[config.mk]
export PLATFORM = sky130hd
export DESIGN_NAME = host_register_bank_control
export DESIGN_NICKNAME = d
export VERILOG_FILES = /design/src/host_regs_pkg.sv /design/src/host_register_bank_control.sv /design/src/lane_check.sv /design/src/sticky_flag.sv
export SDC_FILE = /design/constraint.sdc
export NUM_CORES = 1
export LEC_CHECK = 0
export ABC_AREA = 1
export BUFFER_PORTS_ARGS = -buffer_cell sky130_fd_sc_hd__buf_2
export CORE_UTILIZATION = 48
export CTS_CLUSTER_SIZE = 12
export DETAILED_ROUTE_END_ITERATION = 6
export PLACE_DENSITY = 0.92
export SYNTH_ARGS = -nofsm -noshare
export SYNTH_HDL_FRONTEND = slang
export SYNTH_SLANG_ARGS = --single-unit
export TNS_END_PERCENT = 10
[constraint.sdc]
create_clock -name clock_i -period 1.8 [get_ports clock_i]
set_input_delay 0.27 -clock clock_i [delete_from_list [all_inputs] [get_ports clock_i]]
set_output_delay 0.27 -clock clock_i [all_outputs]
set_load 0.01 [all_outputs]
[src/host_regs_pkg.sv]
`default_nettype none
package host_regs_pkg;

  // host bus word and lane geometry
  localparam int ADDR_W = 16;
  localparam int DATA_W = 32;
  localparam int LANES  = 4;

  // register byte offsets inside the 16-byte window
  localparam logic [3:0] OFS_BASE    = 4'h0;
  localparam logic [3:0] OFS_WMARK   = 4'h4;
  localparam logic [3:0] OFS_ERR     = 4'h6;
  localparam logic [3:0] OFS_BANK_DW = 4'hc;
  localparam logic [3:0] OFS_BANK    = 4'he;

  // dword index of each register group
  localparam logic [1:0] DW_BASE = 2'h0;
  localparam logic [1:0] DW_STAT = 2'h1;
  localparam logic [1:0] DW_BANK = 2'h3;

  // bank selector field
  localparam int          BANK_W     = 6;
  localparam logic [5:0]  BANK_RESET = 6'h00;
  localparam int          BANK_LSB   = 16;   // 0xe sits on lanes 3:2

  // base address field: bits 15-5 kept, 4-0 reserved
  localparam int           BASE_W       = 11;
  localparam int           BASE_LSB     = 5;
  localparam logic [15:0]  BASE_DEFAULT = 16'h0300;
  localparam logic [15:0]  BASE_MASK    = 16'hffe0;

  // watermark select, bit 12 of the register at 0x04 (lanes 1:0)
  localparam int   WMARK_BIT   = 12;
  localparam logic WMARK_RESET = 1'b0;

  // error status at 0x06, lanes 3:2 of dword 1
  localparam int ERR_LSB      = 16;
  localparam int BAD_FLAG_BIT = 15;
  localparam int BAD_PAT_LSB  = 11;
  localparam int MIX_FLAG_BIT = 10;

  // host request bundle
  typedef struct packed {
    logic [15:0] addr;
    logic [3:0]  be;
    logic        wr;
    logic        rd;
    logic [31:0] wdata;
  } host_req_t;

endpackage : host_regs_pkg
`default_nettype wire

[src/host_register_bank_control.sv]
// Overview of operation
// software reads reserved bits first and writes them back unchanged; the testbench writes them without reading first.
// writing one clears a write-one-to-clear bit; writing zero leaves it.
// bank number field is bits 5-0, 64 banks; bits 15-6 read zero.
// bank selector decodes at the same offset in every bank.
// bank selector reachable as dword at 0xC, word or byte at 0xE.
// dword write at 0xC changes only 0xE, bytes 0xC and 0xD untouched.
// bank number field is zero after reset.
// strap high loads base from eeprom word 0; host may overwrite.
// strap low gives base 0x300: high field 0x03, low field zero.
// host write to base never starts an eeprom write.
// base bits 15-8 compared with host address bits 15-8.
// base bits 7-5 compared with address 7-5; bits 4-0 read zero.
// watermark bit 12 resets 0; 0 selects 3 KBytes, 1 selects 2 KBytes.
// illegal byte enables set flag bit 15, cleared by writing one.
// offending byte enables captured in bits 14-11, lane 3 at bit 14.
// simultaneous sync and async transfers set bit 10, write one clears.
// non-aligned byte enable patterns are illegal; first pattern kept until clear.
// writes to read-only bits ignored; reserved fields read zero.
`timescale 1ns/1ps
`default_nettype none
module host_register_bank_control (
  input  wire logic                    clock_i,
  input  wire logic                    sys_rst_i,
  input  wire logic                    ce_i,
  input  wire host_regs_pkg::host_req_t host_req_i,
  input  wire logic                    sync_xfer_i,
  input  wire logic                    async_xfer_i,
  input  wire logic                    eeprom_enable_strap_i,
  input  wire logic                    eeprom_load_i,
  input  wire logic [15:0]             eeprom_word0_i,
  output logic                         window_hit_o,
  output logic [31:0]                  rdata_o,
  output logic                         rdata_valid_o,
  output logic [5:0]                   bank_o,
  output logic [15:0]                  base_o,
  output logic                         watermark_2k_o,
  output logic                         bad_lane_flag_o,
  output logic                         mixed_transfer_flag_o
);
  import host_regs_pkg::*;

  // all block state except the two sticky error flags in one word
  typedef struct packed {
    logic [BANK_W-1:0] bank;
    logic [BASE_W-1:0] base;
    logic              wmark;
    logic              strap_seen;
    logic              strap;
    logic              loaded;
    logic [31:0]       rdata;
    logic              rvalid;
  } bank_state_t;

  localparam bank_state_t STATE_RESET = '{
    bank:       BANK_RESET,
    base:       BASE_DEFAULT[15:BASE_LSB],
    wmark:      WMARK_RESET,
    strap_seen: 1'b0,
    strap:      1'b0,
    loaded:     1'b0,
    rdata:      32'h0000_0000,
    rvalid:     1'b0
  };

  bank_state_t st_r;
  bank_state_t st_nxt;

  logic        legal;
  logic        hit;
  logic        access;
  logic        good;
  logic        bad;
  logic        bank0;
  logic [1:0]  dw;
  logic        load_ok;
  logic        clr_bad;
  logic        clr_mix;
  logic        mix_event;
  logic [3:0]  bad_pattern;
  logic [3:0]  err_pattern;
  logic [31:0] lane_mask;
  logic [31:0] rd_word;
  logic [15:0] err_word;

  // lane legality of the current request
  lane_check u_lane_check (
    .be_i    (host_req_i.be),
    .legal_o (legal)
  );

  // window decode: upper address bits against the live base
  always_comb begin
    hit = (host_req_i.addr[15:8] == st_r.base[BASE_W-1:3])
        && (host_req_i.addr[7:5] == st_r.base[2:0])
        && !host_req_i.addr[4];
  end

  // request classification
  assign access = hit && (host_req_i.wr || host_req_i.rd);
  assign good   = access && legal;
  assign bad    = access && !legal;
  assign dw     = host_req_i.addr[3:2];
  assign bank0  = (st_r.bank == BANK_RESET);

  // lane 3 of the request lands in bit 3 of the capture
  assign bad_pattern = host_req_i.be;

  // write-one-to-clear strobes for the error status at 0x06
  always_comb begin
    clr_bad = good && host_req_i.wr && bank0 && (dw == DW_STAT) && host_req_i.be[3]
            && host_req_i.wdata[ERR_LSB + BAD_FLAG_BIT];
    clr_mix = good && host_req_i.wr && bank0 && (dw == DW_STAT) && host_req_i.be[3]
            && host_req_i.wdata[ERR_LSB + MIX_FLAG_BIT];
  end

  // both transfer kinds at once is a bus misuse
  assign mix_event = sync_xfer_i && async_xfer_i;

  // illegal lane flag with its captured pattern
  sticky_flag #(
    .W (4)
  ) u_bad_lane (
    .clock_i   (clock_i),
    .sys_rst_i (sys_rst_i),
    .ce_i      (ce_i),
    .set_i     (bad),
    .clr_i     (clr_bad),
    .data_i    (bad_pattern),
    .flag_o    (bad_lane_flag_o),
    .data_o    (err_pattern)
  );

  // mixed transfer flag carries no payload
  sticky_flag #(
    .W (1)
  ) u_mixed (
    .clock_i   (clock_i),
    .sys_rst_i (sys_rst_i),
    .ce_i      (ce_i),
    .set_i     (mix_event),
    .clr_i     (clr_mix),
    .data_i    (1'b0),
    .flag_o    (mixed_transfer_flag_o),
    .data_o    ()
  );

  // error status image; reserved bits 9-0 read zero
  assign err_word = {bad_lane_flag_o, err_pattern, mixed_transfer_flag_o, 10'h000};

  // byte lanes expanded to a bit mask
  always_comb begin
    lane_mask = {{8{host_req_i.be[3]}}, {8{host_req_i.be[2]}},
                 {8{host_req_i.be[1]}}, {8{host_req_i.be[0]}}};
  end

  // read mux; bank 0 registers only in bank 0, selector in every bank
  always_comb begin
    rd_word = 32'h0000_0000;
    case (dw)
      DW_BASE: begin
        if (bank0) begin
          rd_word = {16'h0000, st_r.base, 5'h00};
        end
      end
      DW_STAT: begin
        if (bank0) begin
          rd_word = {err_word, 3'h0, st_r.wmark, 12'h000};
        end
      end
      DW_BANK: begin
        rd_word = {10'h000, st_r.bank, 16'h0000};
      end
      default: begin
        rd_word = 32'h0000_0000;
      end
    endcase
  end

  // eeprom word 0 is taken once, only when the strap was high at start
  assign load_ok = eeprom_load_i && st_r.strap_seen && st_r.strap && !st_r.loaded;

  // next state of the register bank
  always_comb begin
    st_nxt        = st_r;
    st_nxt.rvalid = 1'b0;
    // strap sampled once on the first enabled edge after reset
    if (!st_r.strap_seen) begin
      st_nxt.strap_seen = 1'b1;
      st_nxt.strap      = eeprom_enable_strap_i;
    end
    if (load_ok) begin
      st_nxt.base   = eeprom_word0_i[15:BASE_LSB];
      st_nxt.loaded = 1'b1;
    end
    if (good && host_req_i.wr) begin
      // base: lane 1 carries bits 15-8, lane 0 bits 7-5; nothing goes to the eeprom
      if (bank0 && (dw == DW_BASE)) begin
        if (host_req_i.be[1]) begin
          st_nxt.base[BASE_W-1:3] = host_req_i.wdata[15:8];
        end
        if (host_req_i.be[0]) begin
          st_nxt.base[2:0] = host_req_i.wdata[7:5];
        end
      end
      // watermark select lives on lane 1 of dword 1
      if (bank0 && (dw == DW_STAT) && host_req_i.be[1]) begin
        st_nxt.wmark = host_req_i.wdata[WMARK_BIT];
      end
      // selector: only lane 2 stores, lanes 0, 1 and 3 are dropped
      if ((dw == DW_BANK) && host_req_i.be[2]) begin
        st_nxt.bank = host_req_i.wdata[BANK_LSB +: BANK_W];
      end
    end
    // every read of the window answers one cycle later, zero if illegal
    if (access && host_req_i.rd) begin
      st_nxt.rvalid = 1'b1;
      st_nxt.rdata  = good ? (rd_word & lane_mask) : 32'h0000_0000;
    end
  end

  // state register; reset wins over the clock enable
  always_ff @(posedge clock_i) begin
    if (sys_rst_i) begin
      st_r <= STATE_RESET;
    end else if (ce_i) begin
      st_r <= st_nxt;
    end
  end

  // outputs straight from state, except the window hit, which is combinational from the request
  assign window_hit_o   = hit;
  assign rdata_o        = st_r.rdata;
  assign rdata_valid_o  = st_r.rvalid;
  assign bank_o         = st_r.bank;
  assign base_o         = {st_r.base, 5'h00};
  assign watermark_2k_o = st_r.wmark;

  logic [31:0] wdata_q;
  logic        bank_wr_q;
  logic        bank_rd_q;

  // helper capture of the previous request; cleared in reset so no stale strobe fires after it
  always_ff @(posedge clock_i) begin
    if (sys_rst_i) begin
      wdata_q   <= 32'h0000_0000;
      bank_wr_q <= 1'b0;
      bank_rd_q <= 1'b0;
    end else begin
      wdata_q   <= host_req_i.wdata;
      bank_wr_q <= ce_i && good && host_req_i.wr && (dw == DW_BANK) && host_req_i.be[2];
      bank_rd_q <= ce_i && good && host_req_i.rd && (dw == DW_BANK);
    end
  end
endmodule : host_register_bank_control
`default_nettype wire

[src/lane_check.sv]
`timescale 1ns/1ps
`default_nettype none
module lane_check (
  input  wire logic [3:0] be_i,
  output logic            legal_o
);
  // only aligned byte, word and dword patterns are legal
  always_comb begin
    case (be_i)
      4'h1, 4'h2, 4'h4, 4'h8: legal_o = 1'b1;
      4'h3, 4'hc:             legal_o = 1'b1;
      4'hf:                   legal_o = 1'b1;
      default:                legal_o = 1'b0;
    endcase
  end
endmodule : lane_check
`default_nettype wire

[src/sticky_flag.sv]
`timescale 1ns/1ps
`default_nettype none
module sticky_flag #(
  parameter int W = 1
) (
  input  wire logic         clock_i,
  input  wire logic         sys_rst_i,
  input  wire logic         ce_i,
  input  wire logic         set_i,
  input  wire logic         clr_i,
  input  wire logic [W-1:0] data_i,
  output logic              flag_o,
  output logic [W-1:0]      data_o
);
  typedef struct packed {
    logic         flag;
    logic [W-1:0] data;
  } flag_state_t;

  flag_state_t st_r;
  flag_state_t st_nxt;

  // set beats clear so an event in the clearing cycle is not lost
  always_comb begin
    st_nxt = st_r;
    if (set_i && (!st_r.flag || clr_i)) begin
      st_nxt.data = data_i;
    end
    st_nxt.flag = set_i | (st_r.flag & ~clr_i);
  end

  always_ff @(posedge clock_i) begin
    if (sys_rst_i) begin
      st_r <= '0;
    end else if (ce_i) begin
      st_r <= st_nxt;
    end
  end

  assign flag_o = st_r.flag;
  assign data_o = st_r.data;
endmodule : sticky_flag
`default_nettype wire

==> metrics.csv <==
stage,metric,value,unit
sta,WHS,0.167,ns
logic_synthesis,synth unique cells,27,
placed_design,IO Port Bufs,101,
logic_synthesis,asr flop ratio synth,0,
clocking,"Clk Latency, worst-skew pair",0.31,ns
setup_path,CP startpoint kind,flip-flop,
placed_design,GP Congestion,0.917,
layout,post-layout instance area,0.00373,sq mm
logic_synthesis,Synth top cells by count,"73 x nand2_1, 57 x inv_1, 56 x buf_4",
logic_synthesis,Synth area leaders,"dfxtp_1 33%, buf_4 13%, nand2_1 8.8%",
setup_path,R2R depth,10,
logic_synthesis,register area share after synthesis,0.328,
route,DRT antenna net count,0,
sta,final setup vio count,0,
route,first-pass iteration count of the detailed router,4,
floorplanning,io pins,136,
layout,share of post-route cells with drive strength above 1,0.373,
layout,final cell count without fillers,609,
logic_synthesis,Yosys top cell area share,0.328,
setup_path,CP Class,flip-flop to flip-flop,
clocking,clk root buf,clkbuf_8,
route,Post-route DRC,0,
status,run status,"finished, final reports clean",
floorplanning,Core Area,0.00610,sq mm
sta,final setup skew,0.0108,ns
min_path,HP Class,primary input to flip-flop,
clocking,Worst-path clk slew,0.10,ns
grt,vias in the first global route,2961,
logic_synthesis,Synth Instances,454,
route,Vias,3237,
logic_synthesis,Yosys Warn Count,0,
setup_path,CP required,2.01,ns
logic_synthesis,largest area contributor in the synthesized netlist,dfxtp_1,
layout,n_diodes,0,
logic_synthesis,average cell area after synthesis,6.87,sq um
route,DR WL/cell,14.2,microns
layout,"Core Util, Final",0.612,
setup_path,crit path capture type,flip-flop,
logic_synthesis,number of synthesized flops with an enable pin,0,
layout,Layout area overhead,19.7,%
logic_synthesis,dominant synthesized flop cell,dfxtp_1,
clocking,CTS Hold Bufs,0,
grt,first-pass GRT wire length,13100,microns
setup_path,"Max FO, Critical Path",8,
power_and_ir_drop,VDD IR max,0.396,mV
floorplanning,die area,0.00682,sq mm
sta,RSZ-0062 raised after global routing,yes,
clocking,CTS H-tree depth,2,
sta,fmax,0.575,GHz
clocking,CTS tree,built,
grt,initial antenna violation count,0,
placed_design,dpl ws,-0.0494,ns
clocking,clock buffer depth,2,
min_path,WHS Path Cells,3,
route,Avg Vias per Cell,5.32,
route,Total Wirelength,8670,microns
placed_design,Area after DPL,0.00349,sq mm
clocking,# clock sinks,51,
power_and_ir_drop,pwr dens,557,mW/mm^2
sta,min Tclk post-route,1.74,ns
run,maxcap violations,0,
floorplanning,Die Wd,82.6,microns
sta,final critical-path share of the clock period,0.967,
sta,"Slew Viols, Final",0,
route,number of DRC markers in iteration 0,183,
grt,total congestion overflow,0,
floorplanning,chip height,82.6,microns
placed_design,post-DP HPWL,6300,microns
setup_path,CP arrival,1.95,ns
layout,nets,610,
grt,largest net degree at the start of global routing,39,
sta,Final WS setup,0.0598,ns
logic_synthesis,cell area after synthesis,0.00312,sq mm
floorplanning,Starting Density,0.511,
power_and_ir_drop,P_leak,1.87,nW
sta,Final Hold Viols,0,
clocking,CTS buffer count,5,
layout,FILL cells,529,
logic_synthesis,Synth Register Bits,51,
logic_synthesis,most frequent cell after synthesis,nand2_1,
grt,gr usage total,0.255,
floorplanning,row cnt,28,
placed_design,Placed Instances,595,
-- worst max-delay path, stage by stage (launching register included) --
cell	delay (ns)
dfxtp_1	0.38
xnor2_1	0.14
nand2_2	0.10
nor2_4	0.13
nand3_4	0.11
nor2_4	0.24
buf_12	0.15
buf_4	0.12
nand4_1	0.08
nand3_1	0.12
a21oi_2	0.06
-- worst paths after layout --
check,startpoint,endpoint,slack [ns]
max,base_o[8]$_SDFFE_PP1P_,base_o[7]$_SDFFE_PP0P_,0.06
min,host_req_i[21],bank_o[5]$_SDFFE_PP0P_,0.17
max reg2reg,base_o[8]$_SDFFE_PP1P_,base_o[7]$_SDFFE_PP0P_,0.06
min reg2reg,rdata_valid_o$_SDFFE_PP0P_,rdata_valid_o$_SDFFE_PP0P_,0.48
-- kinds of logic (layout without fill, tap and decap cells) --
group,Yosys count,in the layout,share of synthesized area
flops,51,51,0.328
buf+inv,134,200,0.233
other cells,1,14,0.00120
compound gates,79,79,0.129
xor+xnor,1,1,0.00281
simple gates,177,178,0.267
mux,11,11,0.0397
-- metrics by stage --
stage                     power (mW)  TNS, ns
after global routing            2.15   -0.130
after detailed placement        1.41  -0.0705
after global placement          1.40        0
final                           2.08        0
after CTS                       2.07        0
after floorplan                 1.32        0
-- metal layers --
layer / global-route usage / up-vias / wire length (microns)
li1: - / 1546 / -
met1: 0.300 / 1484 / 3390
met2: 0.448 / 166 / 4330
met3: 0.0484 / 41 / 609
met4: 0.110 / 0 / 347
met5: 0 / - / 0
-- cell type report --
| type | instances | area (sq um) | area share |
|---|---|---|---|
| multi-input cells | 283 | 1520 | 0.406 |
| flip-flops and latches | 51 | 1040 | 0.278 |
| repair buffers | 130 | 761 | 0.204 |
| inverters | 62 | 235 | 0.0630 |
| well taps | 75 | 93.8 | 0.0252 |
| clock buffers | 6 | 72.6 | 0.0195 |
| clock inverters | 2 | 16.3 | 0.00436 |
-- cells in the final DEF, fill, tap and decap left out, types with 2 or more instances in the layout --
master    instances
buf_2           101
nand2_1          65
inv_1            53
nand3_1          44
a21oi_1          43
dfxtp_1          42
o21ai_0          29
nor2_1           26
buf_4            26
conb_1           14
nand2_2          12
nand4_1          12
mux2_2           11
inv_2             7
dfxtp_2           7
nor2_4            5
clkbuf_8          5
nor2_2            4
nand3_2           4
a21oi_2           3
buf_12            3
nand3_4           2
nand2_4           2
a31oi_1           2
dfxtp_4           2
-- repair_timing --
action,in CTS,in global routing
cloned,0,1
resized for setup,2,35
setup buffers,0,5
pin swaps,0,13
setup endpoints to repair,4,34
-- flip-flops by register name (all words and copies together), names as in the netlist --
name	cells
watermark_2k_o	1
base_o	11
st_r	3
rdata_valid_o	1
u_bad_lane.data_o	4
u_bad_lane.flag_o	1
rdata_o	23
bank_o	6
u_mixed.flag_o	1
-- where the power goes --
| part | switching (mW) | leakage, nW | total, mW | internal (mW) |
|---|---|---|---|---|
| Combinational | 0.158 | 1.41 | 0.257 | 0.0996 |
| Sequential | 0.00789 | 0.416 | 1.14 | 1.13 |
| Clock | 0.399 | 0.0418 | 0.679 | 0.280 |
Power figures use the tool's default switching activity.
